## src/vicd_pkg.sv

```systemverilog
// Constants for the video input upper_bits_reg_a and decimation register bank.
// Assumes byte-addressed 12-bit register offsets with data on lane 0.
package vicd_pkg;

  // Register byte offsets
  localparam logic [11:0] VICD_OFF_IFMT = 12'h004;
  localparam logic [11:0] VICD_OFF_TEMPORAL_DECIMATION_CTRL = 12'h008;
  localparam logic [11:0] VICD_OFF_EVEN_UPPER_BITS_REG_A_UPPER_BITS = 12'h00c;
  localparam logic [11:0] VICD_OFF_E_VDL = 12'h010;
  localparam logic [11:0] VICD_OFF_E_VAL = 12'h014;
  localparam logic [11:0] VICD_OFF_E_HDL = 12'h018;
  localparam logic [11:0] VICD_OFF_ODD_UPPER_BITS_REG_A_UPPER_BITS = 12'h08c;
  localparam logic [11:0] VICD_OFF_O_VDL = 12'h090;
  localparam logic [11:0] VICD_OFF_O_VAL = 12'h094;
  localparam logic [11:0] VICD_OFF_O_HDL = 12'h098;

  // Reset values
  localparam logic [7:0] VICD_RST_IFMT = 8'h58;
  localparam logic [7:0] VICD_RST_TEMPORAL_DECIMATION_CTRL = 8'h00;
  localparam logic [7:0] VICD_RST_UPPER_BITS_REG_A = 8'h12;
  localparam logic [7:0] VICD_RST_VDL = 8'h16;
  localparam logic [7:0] VICD_RST_VAL = 8'he0;
  localparam logic [7:0] VICD_RST_HDL = 8'h78;

  // Input format fields
  localparam int VICD_IF_SRC_LSB = 5;
  localparam int VICD_IF_XT_LSB = 3;
  localparam int VICD_IF_STD_LSB = 0;

  // Temporal decimation fields
  localparam int VICD_TD_UNIT_BIT = 7;
  localparam int VICD_TD_ALIGN_BIT = 6;
  localparam int VICD_TD_RATIO_LSB = 0;

  // Cropping register fields
  localparam int VICD_CR_VD_LSB = 6;
  localparam int VICD_CR_VA_LSB = 4;
  localparam int VICD_CR_HD_LSB = 2;
  localparam int VICD_CR_HA_LSB = 0;

  // Video standard codes
  typedef enum logic [2:0] {
    VICD_STD_AUTO = 3'h0,
    VICD_STD_NTSC_M = 3'h1,
    VICD_STD_NTSC_NOPED = 3'h2,
    VICD_STD_PAL_BDGHI = 3'h3,
    VICD_STD_PAL_M = 3'h4,
    VICD_STD_PAL_N = 3'h5,
    VICD_STD_SECAM = 3'h6,
    VICD_STD_RSVD = 3'h7
  } vicd_std_e;

  // Decimation periods and line count filter length
  localparam logic [6:0] VICD_PERIOD_525 = 7'h3c;
  localparam logic [6:0] VICD_PERIOD_625 = 7'h32;
  localparam logic [4:0] VICD_LC_LAST = 5'h1f;

endpackage

```

## src/vicd_field_bank.sv

```systemverilog
// One field's copy of the cropping and lower-byte offset registers.
// Assumes write strobes are decoded by the parent, one cycle each.
`timescale 1ns/1ns
module vicd_field_bank
  import vicd_pkg::*;
(
  // Clock and reset
  input wire logic clk_sys,
  input wire logic srst,
  // Write strobes and data
  input wire logic wr_upper_bits_reg_a_low,
  input wire logic wr_upper_bits_reg_a_vd,
  input wire logic wr_vdl,
  input wire logic wr_val,
  input wire logic wr_hdl,
  input wire logic [7:0] wdata,
  // Stored values
  output logic [7:0] upper_bits_reg_a_q,
  output logic [7:0] vdl_q,
  output logic [7:0] val_q,
  output logic [7:0] hdl_q
);

  logic [7:0] upper_bits_reg_a_d;
  logic [7:0] vdl_d;
  logic [7:0] val_d;
  logic [7:0] hdl_d;

  // Top bits of the vertical delay arrive through the other field's address
  always_comb begin
    upper_bits_reg_a_d = upper_bits_reg_a_q;
    vdl_d = vdl_q;
    val_d = val_q;
    hdl_d = hdl_q;
    if (wr_upper_bits_reg_a_low) begin
      upper_bits_reg_a_d[5:0] = wdata[5:0];
    end
    if (wr_upper_bits_reg_a_vd) begin
      upper_bits_reg_a_d[7:6] = wdata[7:6];
    end
    if (wr_vdl) begin
      vdl_d = wdata;
    end
    if (wr_val) begin
      val_d = wdata;
    end
    if (wr_hdl) begin
      hdl_d = wdata;
    end
  end

  // Register stage
  always_ff @(posedge clk_sys) begin
    if (srst) begin
      upper_bits_reg_a_q <= VICD_RST_UPPER_BITS_REG_A;
      vdl_q <= VICD_RST_VDL;
      val_q <= VICD_RST_VAL;
      hdl_q <= VICD_RST_HDL;
    end else begin
      upper_bits_reg_a_q <= upper_bits_reg_a_d;
      vdl_q <= vdl_d;
      val_q <= val_d;
      hdl_q <= hdl_d;
    end
  end

endmodule // vicd_field_bank

```

## src/vicd_line_filter.sv

```systemverilog
// Line count status filter: follows the per-field line count only after
// thirty-two consecutive fields agree. Inputs are on the clk_sys domain.
`timescale 1ns/1ns
module vicd_line_filter
  import vicd_pkg::*;
(
  // Clock and reset
  input wire logic clk_sys,
  input wire logic srst,
  // Per-field measurement
  input wire logic field_start,
  input wire logic field_625,
  // Filtered status
  output logic line_count_status
);

  logic status_q;
  logic status_d;
  logic [4:0] cnt_q;
  logic [4:0] cnt_d;

  // Count disagreeing fields; any agreeing field restarts the run
  always_comb begin
    status_d = status_q;
    cnt_d = cnt_q;
    if (field_start) begin
      if (field_625 == status_q) begin
        cnt_d = 5'h0;
      end else if (cnt_q == VICD_LC_LAST) begin
        status_d = field_625;
        cnt_d = 5'h0;
      end else begin
        cnt_d = cnt_q + 5'h1;
      end
    end
  end

  // Register stage
  always_ff @(posedge clk_sys) begin
    if (srst) begin
      status_q <= 1'b0;
      cnt_q <= 5'h0;
    end else begin
      status_q <= status_d;
      cnt_q <= cnt_d;
    end
  end

  assign line_count_status = status_q;

endmodule // vicd_line_filter

```

## src/vicd_regs.sv

```systemverilog
// Video input format, temporal decimation and per-field upper_bits_reg_a registers.
// Assumes a decoded register port on clk_sys and field timing pulses from
// the decoder on the same clock.
`timescale 1ns/1ns
module vicd_regs
  import vicd_pkg::*;
(
  // Clock and reset
  input wire logic clk_sys,
  input wire logic srst,
  // Register port
  input wire logic reg_wr,
  input wire logic reg_rd,
  input wire logic [11:0] reg_addr,
  input wire logic [3:0] reg_be,
  input wire logic [31:0] reg_wdata,
  output logic [31:0] reg_rdata,
  output logic reg_rvalid,
  // Field timing from the decoder
  input wire logic field_start,
  input wire logic field_is_even,
  input wire logic field_625,
  // Input routing and standard
  output logic [1:0] source_index,
  output logic source_valid,
  output logic crystal_one_sel,
  output logic crystal_auto,
  output logic [2:0] video_standard,
  output logic line_count_status,
  // Decimation
  output logic field_drop,
  // Active field geometry
  output logic [9:0] vertical_start_offset,
  output logic [9:0] vertical_scaled_lines,
  output logic [9:0] horizontal_start_offset,
  output logic [1:0] horiz_active_top_bits
);

  // Register storage
  logic [7:0] ifmt_q;
  logic [7:0] ifmt_d;
  logic [7:0] temporal_decimation_ctrl_q;
  logic [7:0] temporal_decimation_ctrl_d;
  logic [31:0] rdata_q;
  logic [31:0] rdata_d;
  logic rvalid_q;
  logic rvalid_d;

  // Per-field bank outputs
  logic [7:0] even_upper_bits_reg_a_upper_bits;
  logic [7:0] e_vdl;
  logic [7:0] e_val;
  logic [7:0] e_hdl;
  logic [7:0] odd_upper_bits_reg_a_upper_bits;
  logic [7:0] o_vdl;
  logic [7:0] o_val;
  logic [7:0] o_hdl;

  // Decoded strobes
  logic wr_lane0;
  logic hit_even_upper_bits_reg_a_upper_bits;
  logic hit_odd_upper_bits_reg_a_upper_bits;
  logic lc_status;

  // Output registers
  logic [1:0] src_idx_q;
  logic [1:0] src_idx_d;
  logic src_ok_q;
  logic src_ok_d;
  logic xt_one_q;
  logic xt_one_d;
  logic xt_auto_q;
  logic xt_auto_d;
  logic [2:0] std_q;
  logic [2:0] std_d;
  logic lcs_q;
  logic [9:0] vso_q;
  logic [9:0] vso_d;
  logic [9:0] vsl_q;
  logic [9:0] vsl_d;
  logic [9:0] hso_q;
  logic [9:0] hso_d;
  logic [1:0] hat_q;
  logic [1:0] hat_d;

  // Decimation state
  logic drop_q;
  logic drop_d;
  logic synced_q;
  logic synced_d;
  logic [5:0] unit_cnt_q;
  logic [5:0] unit_cnt_d;
  logic [6:0] acc_q;
  logic [6:0] acc_d;

  // Only lane 0 carries data, so a write without it is ignored
  assign wr_lane0 = reg_wr & reg_be[0];
  assign hit_even_upper_bits_reg_a_upper_bits = wr_lane0 & (reg_addr == VICD_OFF_EVEN_UPPER_BITS_REG_A_UPPER_BITS);
  assign hit_odd_upper_bits_reg_a_upper_bits = wr_lane0 & (reg_addr == VICD_OFF_ODD_UPPER_BITS_REG_A_UPPER_BITS);

  // Even field copy; its vertical delay top bits come via the odd address
  vicd_field_bank u_even_bank (
    .clk_sys(clk_sys),
    .srst(srst),
    .wr_upper_bits_reg_a_low(hit_even_upper_bits_reg_a_upper_bits),
    .wr_upper_bits_reg_a_vd(hit_odd_upper_bits_reg_a_upper_bits),
    .wr_vdl(wr_lane0 & (reg_addr == VICD_OFF_E_VDL)),
    .wr_val(wr_lane0 & (reg_addr == VICD_OFF_E_VAL)),
    .wr_hdl(wr_lane0 & (reg_addr == VICD_OFF_E_HDL)),
    .wdata(reg_wdata[7:0]),
    .upper_bits_reg_a_q(even_upper_bits_reg_a_upper_bits),
    .vdl_q(e_vdl),
    .val_q(e_val),
    .hdl_q(e_hdl)
  );

  // Odd field copy; its vertical delay top bits come via the even address
  vicd_field_bank u_odd_bank (
    .clk_sys(clk_sys),
    .srst(srst),
    .wr_upper_bits_reg_a_low(hit_odd_upper_bits_reg_a_upper_bits),
    .wr_upper_bits_reg_a_vd(hit_even_upper_bits_reg_a_upper_bits),
    .wr_vdl(wr_lane0 & (reg_addr == VICD_OFF_O_VDL)),
    .wr_val(wr_lane0 & (reg_addr == VICD_OFF_O_VAL)),
    .wr_hdl(wr_lane0 & (reg_addr == VICD_OFF_O_HDL)),
    .wdata(reg_wdata[7:0]),
    .upper_bits_reg_a_q(odd_upper_bits_reg_a_upper_bits),
    .vdl_q(o_vdl),
    .val_q(o_val),
    .hdl_q(o_hdl)
  );

  // Line count status follows only a stable run of fields
  vicd_line_filter u_line_filter (
    .clk_sys(clk_sys),
    .srst(srst),
    .field_start(field_start),
    .field_625(field_625),
    .line_count_status(lc_status)
  );

  // Register writes and read mux; reads mirror the write address mapping
  always_comb begin
    ifmt_d = ifmt_q;
    temporal_decimation_ctrl_d = temporal_decimation_ctrl_q;
    rdata_d = rdata_q;
    rvalid_d = reg_rd;
    if (wr_lane0 && reg_addr == VICD_OFF_IFMT) begin
      ifmt_d = reg_wdata[7:0];
    end
    if (wr_lane0 && reg_addr == VICD_OFF_TEMPORAL_DECIMATION_CTRL) begin
      temporal_decimation_ctrl_d = reg_wdata[7:0];
    end
    if (reg_rd) begin
      rdata_d = 32'h0000_0000;
      case (reg_addr)
        VICD_OFF_IFMT: rdata_d[7:0] = ifmt_q;
        VICD_OFF_TEMPORAL_DECIMATION_CTRL: rdata_d[7:0] = temporal_decimation_ctrl_q;
        VICD_OFF_EVEN_UPPER_BITS_REG_A_UPPER_BITS: rdata_d[7:0] = {odd_upper_bits_reg_a_upper_bits[7:6], even_upper_bits_reg_a_upper_bits[5:0]};
        VICD_OFF_E_VDL: rdata_d[7:0] = e_vdl;
        VICD_OFF_E_VAL: rdata_d[7:0] = e_val;
        VICD_OFF_E_HDL: rdata_d[7:0] = e_hdl;
        VICD_OFF_ODD_UPPER_BITS_REG_A_UPPER_BITS: rdata_d[7:0] = {even_upper_bits_reg_a_upper_bits[7:6], odd_upper_bits_reg_a_upper_bits[5:0]};
        VICD_OFF_O_VDL: rdata_d[7:0] = o_vdl;
        VICD_OFF_O_VAL: rdata_d[7:0] = o_val;
        VICD_OFF_O_HDL: rdata_d[7:0] = o_hdl;
        default: rdata_d = 32'h0000_0000;
      endcase
    end
  end

  // Register port state
  always_ff @(posedge clk_sys) begin
    if (srst) begin
      ifmt_q <= VICD_RST_IFMT;
      temporal_decimation_ctrl_q <= VICD_RST_TEMPORAL_DECIMATION_CTRL;
      rdata_q <= 32'h0000_0000;
      rvalid_q <= 1'b0;
    end else begin
      ifmt_q <= ifmt_d;
      temporal_decimation_ctrl_q <= temporal_decimation_ctrl_d;
      rdata_q <= rdata_d;
      rvalid_q <= rvalid_d;
    end
  end

  // Source, crystal and standard decode; reserved codes hold the last route
  always_comb begin
    src_idx_d = src_idx_q;
    src_ok_d = 1'b1;
    case (ifmt_q[VICD_IF_SRC_LSB +: 2])
      2'h1: src_idx_d = 2'h2;
      2'h2: src_idx_d = 2'h0;
      2'h3: src_idx_d = 2'h1;
      default: src_ok_d = 1'b0;
    endcase
    xt_auto_d = 1'b0;
    xt_one_d = xt_one_q;
    case (ifmt_q[VICD_IF_XT_LSB +: 2])
      2'h1: xt_one_d = 1'b0;
      2'h2: xt_one_d = 1'b1;
      2'h3: begin
        xt_auto_d = 1'b1;
        xt_one_d = lc_status;
      end
      default: xt_one_d = xt_one_q;
    endcase
    // Auto picks the common standard of each line count
    case (ifmt_q[VICD_IF_STD_LSB +: 3])
      VICD_STD_AUTO: std_d = lc_status ? VICD_STD_PAL_BDGHI : VICD_STD_NTSC_M;
      VICD_STD_RSVD: std_d = std_q;
      default: std_d = ifmt_q[VICD_IF_STD_LSB +: 3];
    endcase
  end

  // Active field values switch with the field indication
  always_comb begin
    // Each bank already holds its own field's top bits; the address swap
    // is done at the write strobes, so no second swap belongs here.
    if (field_is_even) begin
      vso_d = {even_upper_bits_reg_a_upper_bits[VICD_CR_VD_LSB +: 2], e_vdl};
      vsl_d = {even_upper_bits_reg_a_upper_bits[VICD_CR_VA_LSB +: 2], e_val};
      hso_d = {even_upper_bits_reg_a_upper_bits[VICD_CR_HD_LSB +: 2], e_hdl};
      hat_d = even_upper_bits_reg_a_upper_bits[VICD_CR_HA_LSB +: 2];
    end else begin
      vso_d = {odd_upper_bits_reg_a_upper_bits[VICD_CR_VD_LSB +: 2], o_vdl};
      vsl_d = {odd_upper_bits_reg_a_upper_bits[VICD_CR_VA_LSB +: 2], o_val};
      hso_d = {odd_upper_bits_reg_a_upper_bits[VICD_CR_HD_LSB +: 2], o_hdl};
      hat_d = odd_upper_bits_reg_a_upper_bits[VICD_CR_HA_LSB +: 2];
    end
  end

  // Decoded output registers
  always_ff @(posedge clk_sys) begin
    if (srst) begin
      src_idx_q <= 2'h0;
      src_ok_q <= 1'b0;
      xt_one_q <= 1'b0;
      xt_auto_q <= 1'b0;
      std_q <= VICD_STD_NTSC_M;
      lcs_q <= 1'b0;
      vso_q <= 10'h000;
      vsl_q <= 10'h000;
      hso_q <= 10'h000;
      hat_q <= 2'h0;
    end else begin
      src_idx_q <= src_idx_d;
      src_ok_q <= src_ok_d;
      xt_one_q <= xt_one_d;
      xt_auto_q <= xt_auto_d;
      std_q <= std_d;
      lcs_q <= lc_status;
      vso_q <= vso_d;
      vsl_q <= vsl_d;
      hso_q <= hso_d;
      hat_q <= hat_d;
    end
  end

  // Decimation: an accumulator spreads the drops over the period, and
  // priming it at period start makes the first aligned unit a drop.
  logic [6:0] period;
  logic [6:0] ratio;
  logic [6:0] sum;
  logic first_of_unit;
  logic aligned;
  always_comb begin
    period = lc_status ? VICD_PERIOD_625 : VICD_PERIOD_525;
    ratio = {1'b0, temporal_decimation_ctrl_q[VICD_TD_RATIO_LSB +: 6]};
    aligned = (field_is_even == temporal_decimation_ctrl_q[VICD_TD_ALIGN_BIT]);
    // A frame starts on the aligned parity; fields are units of their own
    first_of_unit = temporal_decimation_ctrl_q[VICD_TD_UNIT_BIT] | aligned;
    sum = 7'h00;
    drop_d = drop_q;
    synced_d = synced_q;
    unit_cnt_d = unit_cnt_q;
    acc_d = acc_q;
    if (ratio == 7'h00) begin
      drop_d = 1'b0;
      synced_d = 1'b0;
      unit_cnt_d = 6'h00;
    end else if (field_start && first_of_unit) begin
      if (!synced_q && !aligned) begin
        drop_d = 1'b0;
      end else begin
        if (unit_cnt_q == 6'h00) begin
          sum = period;
        end else begin
          sum = acc_q + ratio;
        end
        drop_d = (sum >= period) || (ratio >= period);
        acc_d = (sum >= period) ? sum - period : sum;
        synced_d = 1'b1;
        if ({1'b0, unit_cnt_q} == period - 7'h01) begin
          unit_cnt_d = 6'h00;
        end else begin
          unit_cnt_d = unit_cnt_q + 6'h01;
        end
      end
    end
  end

  // Decimation state registers
  always_ff @(posedge clk_sys) begin
    if (srst) begin
      drop_q <= 1'b0;
      synced_q <= 1'b0;
      unit_cnt_q <= 6'h00;
      acc_q <= 7'h00;
    end else begin
      drop_q <= drop_d;
      synced_q <= synced_d;
      unit_cnt_q <= unit_cnt_d;
      acc_q <= acc_d;
    end
  end

  // Output drive, all straight from flip-flops
  assign reg_rdata = rdata_q;
  assign reg_rvalid = rvalid_q;
  assign source_index = src_idx_q;
  assign source_valid = src_ok_q;
  assign crystal_one_sel = xt_one_q;
  assign crystal_auto = xt_auto_q;
  assign video_standard = std_q;
  assign line_count_status = lcs_q;
  assign field_drop = drop_q;
  assign vertical_start_offset = vso_q;
  assign vertical_scaled_lines = vsl_q;
  assign horizontal_start_offset = hso_q;
  assign horiz_active_top_bits = hat_q;

endmodule // vicd_regs

```

## config.mk

```make
export PLATFORM = sky130hd
export DESIGN_NAME = vicd_regs
export DESIGN_NICKNAME = d
export VERILOG_FILES = /design/src/vicd_pkg.sv /design/src/vicd_field_bank.sv /design/src/vicd_line_filter.sv /design/src/vicd_regs.sv
export SDC_FILE = /design/constraint.sdc
export NUM_CORES = 1
export LEC_CHECK = 0
export BUFFER_PORTS_ARGS = -buffer_cell sky130_fd_sc_hd__buf_2
export CORE_ASPECT_RATIO = 0.7
export CORE_UTILIZATION = 35
export DETAILED_ROUTE_END_ITERATION = 12
export PLACE_DENSITY = 0.67
export SLEW_MARGIN = 25
export SYNTH_ARGS = -nofsm -noshare
export SYNTH_HDL_FRONTEND = slang
export SYNTH_HIERARCHICAL = 1
export SYNTH_SLANG_ARGS = --single-unit
```

## constraint.sdc

```tcl
create_clock -name clk_sys -period 3.3 [get_ports clk_sys]
set_input_delay 0.33 -clock clk_sys [delete_from_list [all_inputs] [get_ports clk_sys]]
set_output_delay 0.33 -clock clk_sys [all_outputs]
set_load 0.02 [all_outputs]
```

==> impl_metrics.tcl, run 1 <==
set metrics [dict create \
    maxCapViolCount 0 \
    first_iter_violations 743 \
    grt_usage 0.190 \
    die_w_um 173 \
    clk_latency_ps 430 \
    period_needed_ps 3330 \
    numCtsBuffers 17 \
    synth-adder-area-share 0.0334 \
    max_freq_mhz 300 \
    grt_pass1_wl_mm 30.5 \
    clkPwrFrac 0.495 \
    max-clock-path-buffers 2 \
    synth_xor_area_frac 0.0170 \
    min_path_type "in2reg" \
    ant_nets 0 \
    crit_path_end_kind "flop" \
    die_h_um 122 \
    clock_sinks 151 \
    areaGrowthSynthToFinish_pct 18.5 \
    drv_slew 0 \
    leakage_uw 0.00352 \
    fin_nets 945 \
    ys_ff_latch 151 \
    multi_input_area_um2 3860 \
    p_int_uw 3110 \
    grt_use_met2 0.252 \
    power_density_nw_per_um2 476 \
    ys_async_sr_fraction 0 \
    met3_usage 0.0577 \
    setup_violations 1 \
    synth_flop_cell "dfxtp_1" \
    antenna_found_initial 2 \
    synth_edf_count 0 \
    synth_cells 784 \
    skew_ps 9.20 \
    synth_top_family_by_area "simple AND/OR/NAND/NOR gates" \
    final_cells 1154 \
    rsz0062_at_grt "yes" \
    routed_via_density 5.16 \
    root_buffer "clkbuf_16" \
    vias 5956 \
    initial_core_util 0.361 \
    crit_type "reg2reg" \
    yosysSeqAreaShare 0.420 \
    violations "negative setup slack" \
    cp-start-kind "flop" \
    grt-ovfl-total 0 \
    fin_hold_ws_ps 204 \
    cp.required_ps 3620 \
    status "finished with violations" \
    fill_cells 1976 \
    regArea_um2 3020 \
    power_uw 4060 \
    grt_pass1_vias 5343 \
    dieArea_um2 21200 \
    slew-limit-headroom 0.412 \
    final_util 0.427 \
    grt_max_degree 59 \
    critPathArrivalTime_ps 3650 \
    max-vdd-ir-drop_mv 0.329 \
    pwr-share-comb 0.052 \
    synth_compound_area_frac 0.133 \
    synth_mux_area_frac 0.150 \
    period_share 1.01 \
    routedWlPerCell_um 17.1 \
    worst_slack_ps -28.9 \
    placed_cells 1122 \
    layout-drive-gt1-share 0.186 \
    syn_area_um2 7200 \
    p_sw_frac 0.233 \
    ios 130 \
    coreArea_um2 20000 \
    num_rows 43 \
    seqPwrFrac 0.453 \
    dp_slack_ps -180 \
    gp_congestion 0.921 \
    ys_warn_count 6 \
    crit_fanout 5 \
    met1_usage 0.286 \
    worst_pin_slew_ps 871 \
    synth_cell_types 68 \
    hold_viol 0 \
    htreeDepth 4 \
    drc 0 \
    finalWirelength_mm 19.7 \
    clkTransAtPathRegs_ps 70 \
    dp_hpwl_mm 14.0 \
    synth_simple_gate_area_frac 0.183 \
    tritoncts "built" \
    grt.busiest_layer "met1" \
    power.switching_uw 947 \
    portBuffers 78 \
    drt-pass1-iter-count 5 \
    synth_area_per_cell_um2 9.18 \
]
==> state kept, by name, indices dropped and copies added, names as in the netlist, 5 cells and up <==
signal / count
u_even_bank/vdl_q: 8
vertical_start_offset: 10
ifmt_q: 8
u_odd_bank/upper_bits_reg_a_q: 8
horizontal_start_offset: 10
reg_rdata: 8
unit_cnt_q: 6
u_even_bank/val_q: 8
u_odd_bank/val_q: 8
u_even_bank/hdl_q: 8
temporal_decimation_ctrl_q: 8
vertical_scaled_lines: 10
u_odd_bank/hdl_q: 8
u_odd_bank/vdl_q: 8
u_line_filter/cnt_q: 5
acc_q: 7
u_even_bank/upper_bits_reg_a_q: 8
==> stage by stage <==
| step | setup TNS (ps) | cell area (µm²) |
|---|---|---|
| 4_1_cts | 0 | 8490 |
| 2_1_floorplan | 0 | 7290 |
| 3_3_place_gp | -371 | 7870 |
| 5_1_grt | -511 | 8530 |
| 3_5_place_dp | -618 | 7870 |
| 6_report | -28.9 | 8530 |
==> worst paths after layout <==
path | cells past startpoint | from | endpoint | slack (ps)
worst max-delay path | 14 | unit_cnt_q[0]$_SDFFE_PP0P_ | acc_q[3]$_SDFFE_PP0P_ | -30
worst min-delay path | 3 | field_625 | u_line_filter/line_count_status$_SDFFE_PP0P_ | 200
worst max register to register | 14 | unit_cnt_q[0]$_SDFFE_PP0P_ | acc_q[3]$_SDFFE_PP0P_ | -30
worst min register to register | 2 | source_index[0]$_SDFFE_PP0P_ | source_index[0]$_SDFFE_PP0P_ | 450
==> what timing repair did <==
| action | CTS | global route |
|---|---|---|
| pin swaps | 3 | 12 |
| endpoints found under the setup margin | 5 | 5 |
| resized for setup | 6 | 10 |
| buffers inserted | 0 | 1 |
| hold buffers | 0 | 0 |
==> logic make-up after synthesis <==
| logic type | after synthesis |
|---|---|
| xor+xnor | 14 |
| simple gates | 276 |
| compound gates | 137 |
| fa+ha+maj | 18 |
| other cells | 1 |
| mux | 108 |
| flops | 151 |
| buf+inv | 79 |
==> critical path: stages, from the launching register on <==
cell,delay (ps)
dfxtp_2,320
inv_2,50
ha_1,130
or4b_4,450
or3_4,420
o21ai_2,90
ha_2,190
inv_2,40
fa_2,400
a21o_1,200
a21oi_4,190
nor2_2,70
nor3_4,230
a2111oi_2,110
a311o_1,320
==> placed cells by master (no fill, tap or decap), drive strengths merged, types with 6 or more instances in the layout <==
cell / netlist / routed
o22ai: 7 / 7
a21o: 6 / 6
ha: 16 / 16
o21ai: 17 / 17
inv: 12 / 15
a211o: 24 / 24
a21oi: 34 / 34
conb: 1 / 24
a22oi: 9 / 9
nor2: 140 / 140
nand2: 38 / 38
nand3: 12 / 12
clkbuf: 18 / 19
nor3: 15 / 15
buf: 48 / 112
dfxtp: 151 / 151
and2b: 9 / 9
mux2i: 108 / 108
xor2: 10 / 10
nor2b: 19 / 19
==> metal layers <==
metal,vias up,share of wire
li1,2891,-
met1,2816,0.51
met2,230,0.38
met3,19,0.089
met4,0,0.013
met5,-,0
==> cell usage after synthesis (all sizes together), types with 3 or more instances <==
| cell type | number | area, µm² |
|---|---|---|
| a21oi | 34 | 170 |
| nor3b | 4 | 30.0 |
| o21ai | 17 | 85.1 |
| a21o | 6 | 45.0 |
| dfxtp | 151 | 3020 |
| a2111oi | 3 | 38.8 |
| nand3 | 12 | 60.1 |
| o22ai | 7 | 43.8 |
| xnor2 | 4 | 35.0 |
| a211o | 24 | 210 |
| a221oi | 3 | 26.3 |
| buf | 48 | 335 |
| nand2b | 5 | 31.3 |
| and2b | 9 | 67.6 |
| nand2 | 38 | 143 |
| a211oi | 4 | 30.0 |
| o21bai | 4 | 30.0 |
| nor2b | 19 | 119 |
| nor2 | 140 | 528 |
| mux2i | 108 | 1080 |
| inv | 12 | 45.0 |
| clkbuf | 18 | 67.6 |
| ha | 16 | 200 |
| a22oi | 9 | 67.6 |
| or3 | 5 | 31.3 |
| o21a | 5 | 37.5 |
| o211ai | 3 | 22.5 |
| and3 | 4 | 25.0 |
| xor2 | 10 | 87.6 |
| nand4 | 5 | 31.3 |
| and2 | 5 | 31.3 |
| or2 | 4 | 27.5 |
| a31oi | 4 | 25.0 |
| nor3 | 15 | 91.3 |
==> layout make-up <==
type                    count  area share
multi-input cells         577       0.453
flip-flops and latches    151       0.355
repair buffers            112      0.0764
clock buffers              19      0.0531
well taps                 270      0.0396
clock inverters            10      0.0172
inverters                  13     0.00572
diodes                      2    0.000587
==> power groups by stage <==
stage | clock, µW | combinational [µW] | sequential [µW]
detailed placement | 0 | 207 | 1880
CTS | 2040 | 207 | 1840
global route | 2110 | 224 | 1840
finish | 2010 | 212 | 1840
floorplan | 0 | 141 | 1890
global placement | 0 | 206 | 1880
Power figures use the tool's default switching activity.
==> run 2: changes to the inputs <==
==> constraint.sdc (replaced) <==
create_clock -name clk_sys -period 2.8 [get_ports clk_sys]
set_input_delay 0.28 -clock clk_sys [delete_from_list [all_inputs] [get_ports clk_sys]]
set_output_delay 0.28 -clock clk_sys [all_outputs]
set_load 0.02 [all_outputs]
==> run 2 against run 1 <==
Flip-flop and latch count did not move. Largest power group unchanged. Clock power rose by 17%. Clock-buffer cell count rose by 1. Combinational power rose by 17%. Largest cell class unchanged. Setup slack got worse by 430 ps. Routed wire length rose by 2.9%. Fmax rose by 2.3%. Hold slack got worse by 61 ps. The flow still finishes with violations (negative setup slack). Sequential share of layout area fell by 0.76 points. Cell count rose by 2.0%. Die area did not move.
==> impl_metrics.tcl, run 2 (synthesis results as in run 1) <==
set metrics [dict create \
    multi_input_area_um2 3890 \
    critPathArrivalTime_ps 3600 \
    clkTransAtPathRegs_ps 60 \
    areaGrowthSynthToFinish_pct 21.1 \
    routedWlPerCell_um 17.2 \
    drc 0 \
    layout-drive-gt1-share 0.213 \
    cp-start-kind "flop" \
    leakage_uw 0.00363 \
    grt_max_degree 61 \
    htreeDepth 4 \
    root_buffer "clkbuf_16" \
    insertedDiodeCount 0 \
    routed_via_density 5.19 \
    coreArea_um2 20000 \
    period_needed_ps 3250 \
    dieArea_um2 21200 \
    dp_hpwl_mm 14.3 \
    final_cell_mix "dfxtp_1, nor2_1, mux2i_1, buf_2, buf_4" \
    worst_slack_ps -454 \
    regArea_um2 3030 \
    die_h_um 122 \
    slew-limit-headroom 0.536 \
    drt-pass1-iter-count 6 \
    hold_buffers 0 \
    grt-ovfl-total 0 \
    fill_cells 1935 \
    r2r_slack_ps -450 \
    crit_type "reg2reg" \
    finalWirelength_mm 20.3 \
    skew_ps 7.25 \
    crit_fanout 3 \
    setup_violations 7 \
    ant_nets 0 \
    crit_chain "inv_2 > ha_4 > or4b_4 > nor2_4 > o21ai_4 > buf_4 > buf_4 > buf_4 > buf_4 > buf_4 > buf_4 > buf_4 > buf_4 > buf_4 > buf_4 > buf_4 > buf_4 > buf_4 > nor3_2 > nand3_1 > o211ai_1" \
    cpMaxStageDelayCell "or4b_4" \
    vias 6109 \
    maxCapViolCount 0 \
    max-clock-path-buffers 2 \
    tritoncts "built" \
    rsz0062_at_grt "yes" \
    clock_sinks 151 \
    crit_path_end_kind "flop" \
    cp_common_cell "buf_4" \
    fin_nets 968 \
    violations "negative setup slack" \
    power_density_nw_per_um2 548 \
    initial_core_util 0.361 \
    grt_pass1_wl_mm 31.7 \
    ios 130 \
    placed_area_um2 7970 \
    cp.required_ps 3150 \
    hold_viol 0 \
    min_path_type "in2reg" \
    drv_slew 0 \
    max_stage_delay_ps 480 \
    max_freq_mhz 307 \
    antenna_found_initial 1 \
    die_w_um 173 \
    num_rows 43 \
    portBuffers 78 \
    max-vdd-ir-drop_mv 0.378 \
    grt_usage 0.196 \
    gp_congestion 0.945 \
    final_common_cell "dfxtp_1" \
    numCtsBuffers 17 \
    grt_pass1_vias 5661 \
    period_share 1.16 \
    final_area_um2 8720 \
    worst_pin_slew_ps 696 \
    status "finished with violations" \
    clk_latency_ps 430 \
    fin_hold_ws_ps 143 \
    first_iter_violations 594 \
]
## run 2: cell types whose count changed in the layout (fill, tap and decap cells not counted), sizes merged
cell,delta
diode,-2
clkinvlp,+1
clkbuf,+1
buf,+23
## run 2: where the power goes
| part | internal [µW] | switching [µW] |
|---|---|---|
| Combinational | 64.5 | 184 |
| Sequential | 2160 | 5.01 |
| Clock | 1420 | 937 |
## run 2: stage by stage
step                      setup WS [ps]   util  total power [µW]  setup TNS [ps]  instances
after global placement             -429  0.399              2460           -1930       1132
after global routing               -554  0.437              4910           -3010       1177
after floorplan                    -319      -              2400           -1330        807
after detailed placement           -497  0.399              2460           -2360       1132
after CTS                          -407  0.436              4780           -1900       1177
final                              -454  0.437              4780           -2070       1177
## run 2: final cells by class
cell class                      instances  share of cell area
Clock buffer                           20              0.0512
Tap cell                              270              0.0387
Sequential cell                       151               0.347
Timing Repair Buffer                  135              0.0946
Multi-Input combinational cell        577               0.446
Inverter                               13             0.00560
Clock inverter                         11              0.0168
## run 2: routing by layer
layer / wire (µm) / vias to the layer above / track usage
li1: - / 2937 / -
met1: 10500 / 2947 / 0.294
met2: 7990 / 197 / 0.274
met3: 1490 / 26 / 0.0421
met4: 285 / 2 / 0.0631
met5: 10 / - / 0
## run 2: worst max-delay path, delay by kind of cell (launching register included)
| family | cells | cell delay (ps) |
|---|---|---|
| simple gates | 4 | 910 |
| flops | 1 | 330 |
| compound gates | 2 | 190 |
| fa+ha+maj | 1 | 120 |
| buf+inv | 14 | 1660 |
## run 2: repair_timing
action | CTS | global route
setup buffers | 14 | 0
endpoints found under the hold margin | 0 | 0
endpoints found under the setup margin | 7 | 7
gates resized for setup | 5 | 5
pin swaps | 6 | 2
## run 2: worst paths after layout
| check | end | depth (start not counted) | start |
|---|---|---|---|
| min reg2reg | reg_rdata[3]$_SDFFE_PP0P_ | 2 | reg_rdata[3]$_SDFFE_PP0P_ |
| max reg2reg | acc_q[1]$_SDFFE_PP0P_ | 21 | unit_cnt_q[0]$_SDFFE_PP0P_ |
| max | acc_q[1]$_SDFFE_PP0P_ | 21 | unit_cnt_q[0]$_SDFFE_PP0P_ |
| min | u_line_filter/line_count_status$_SDFFE_PP0P_ | 3 | field_625 |
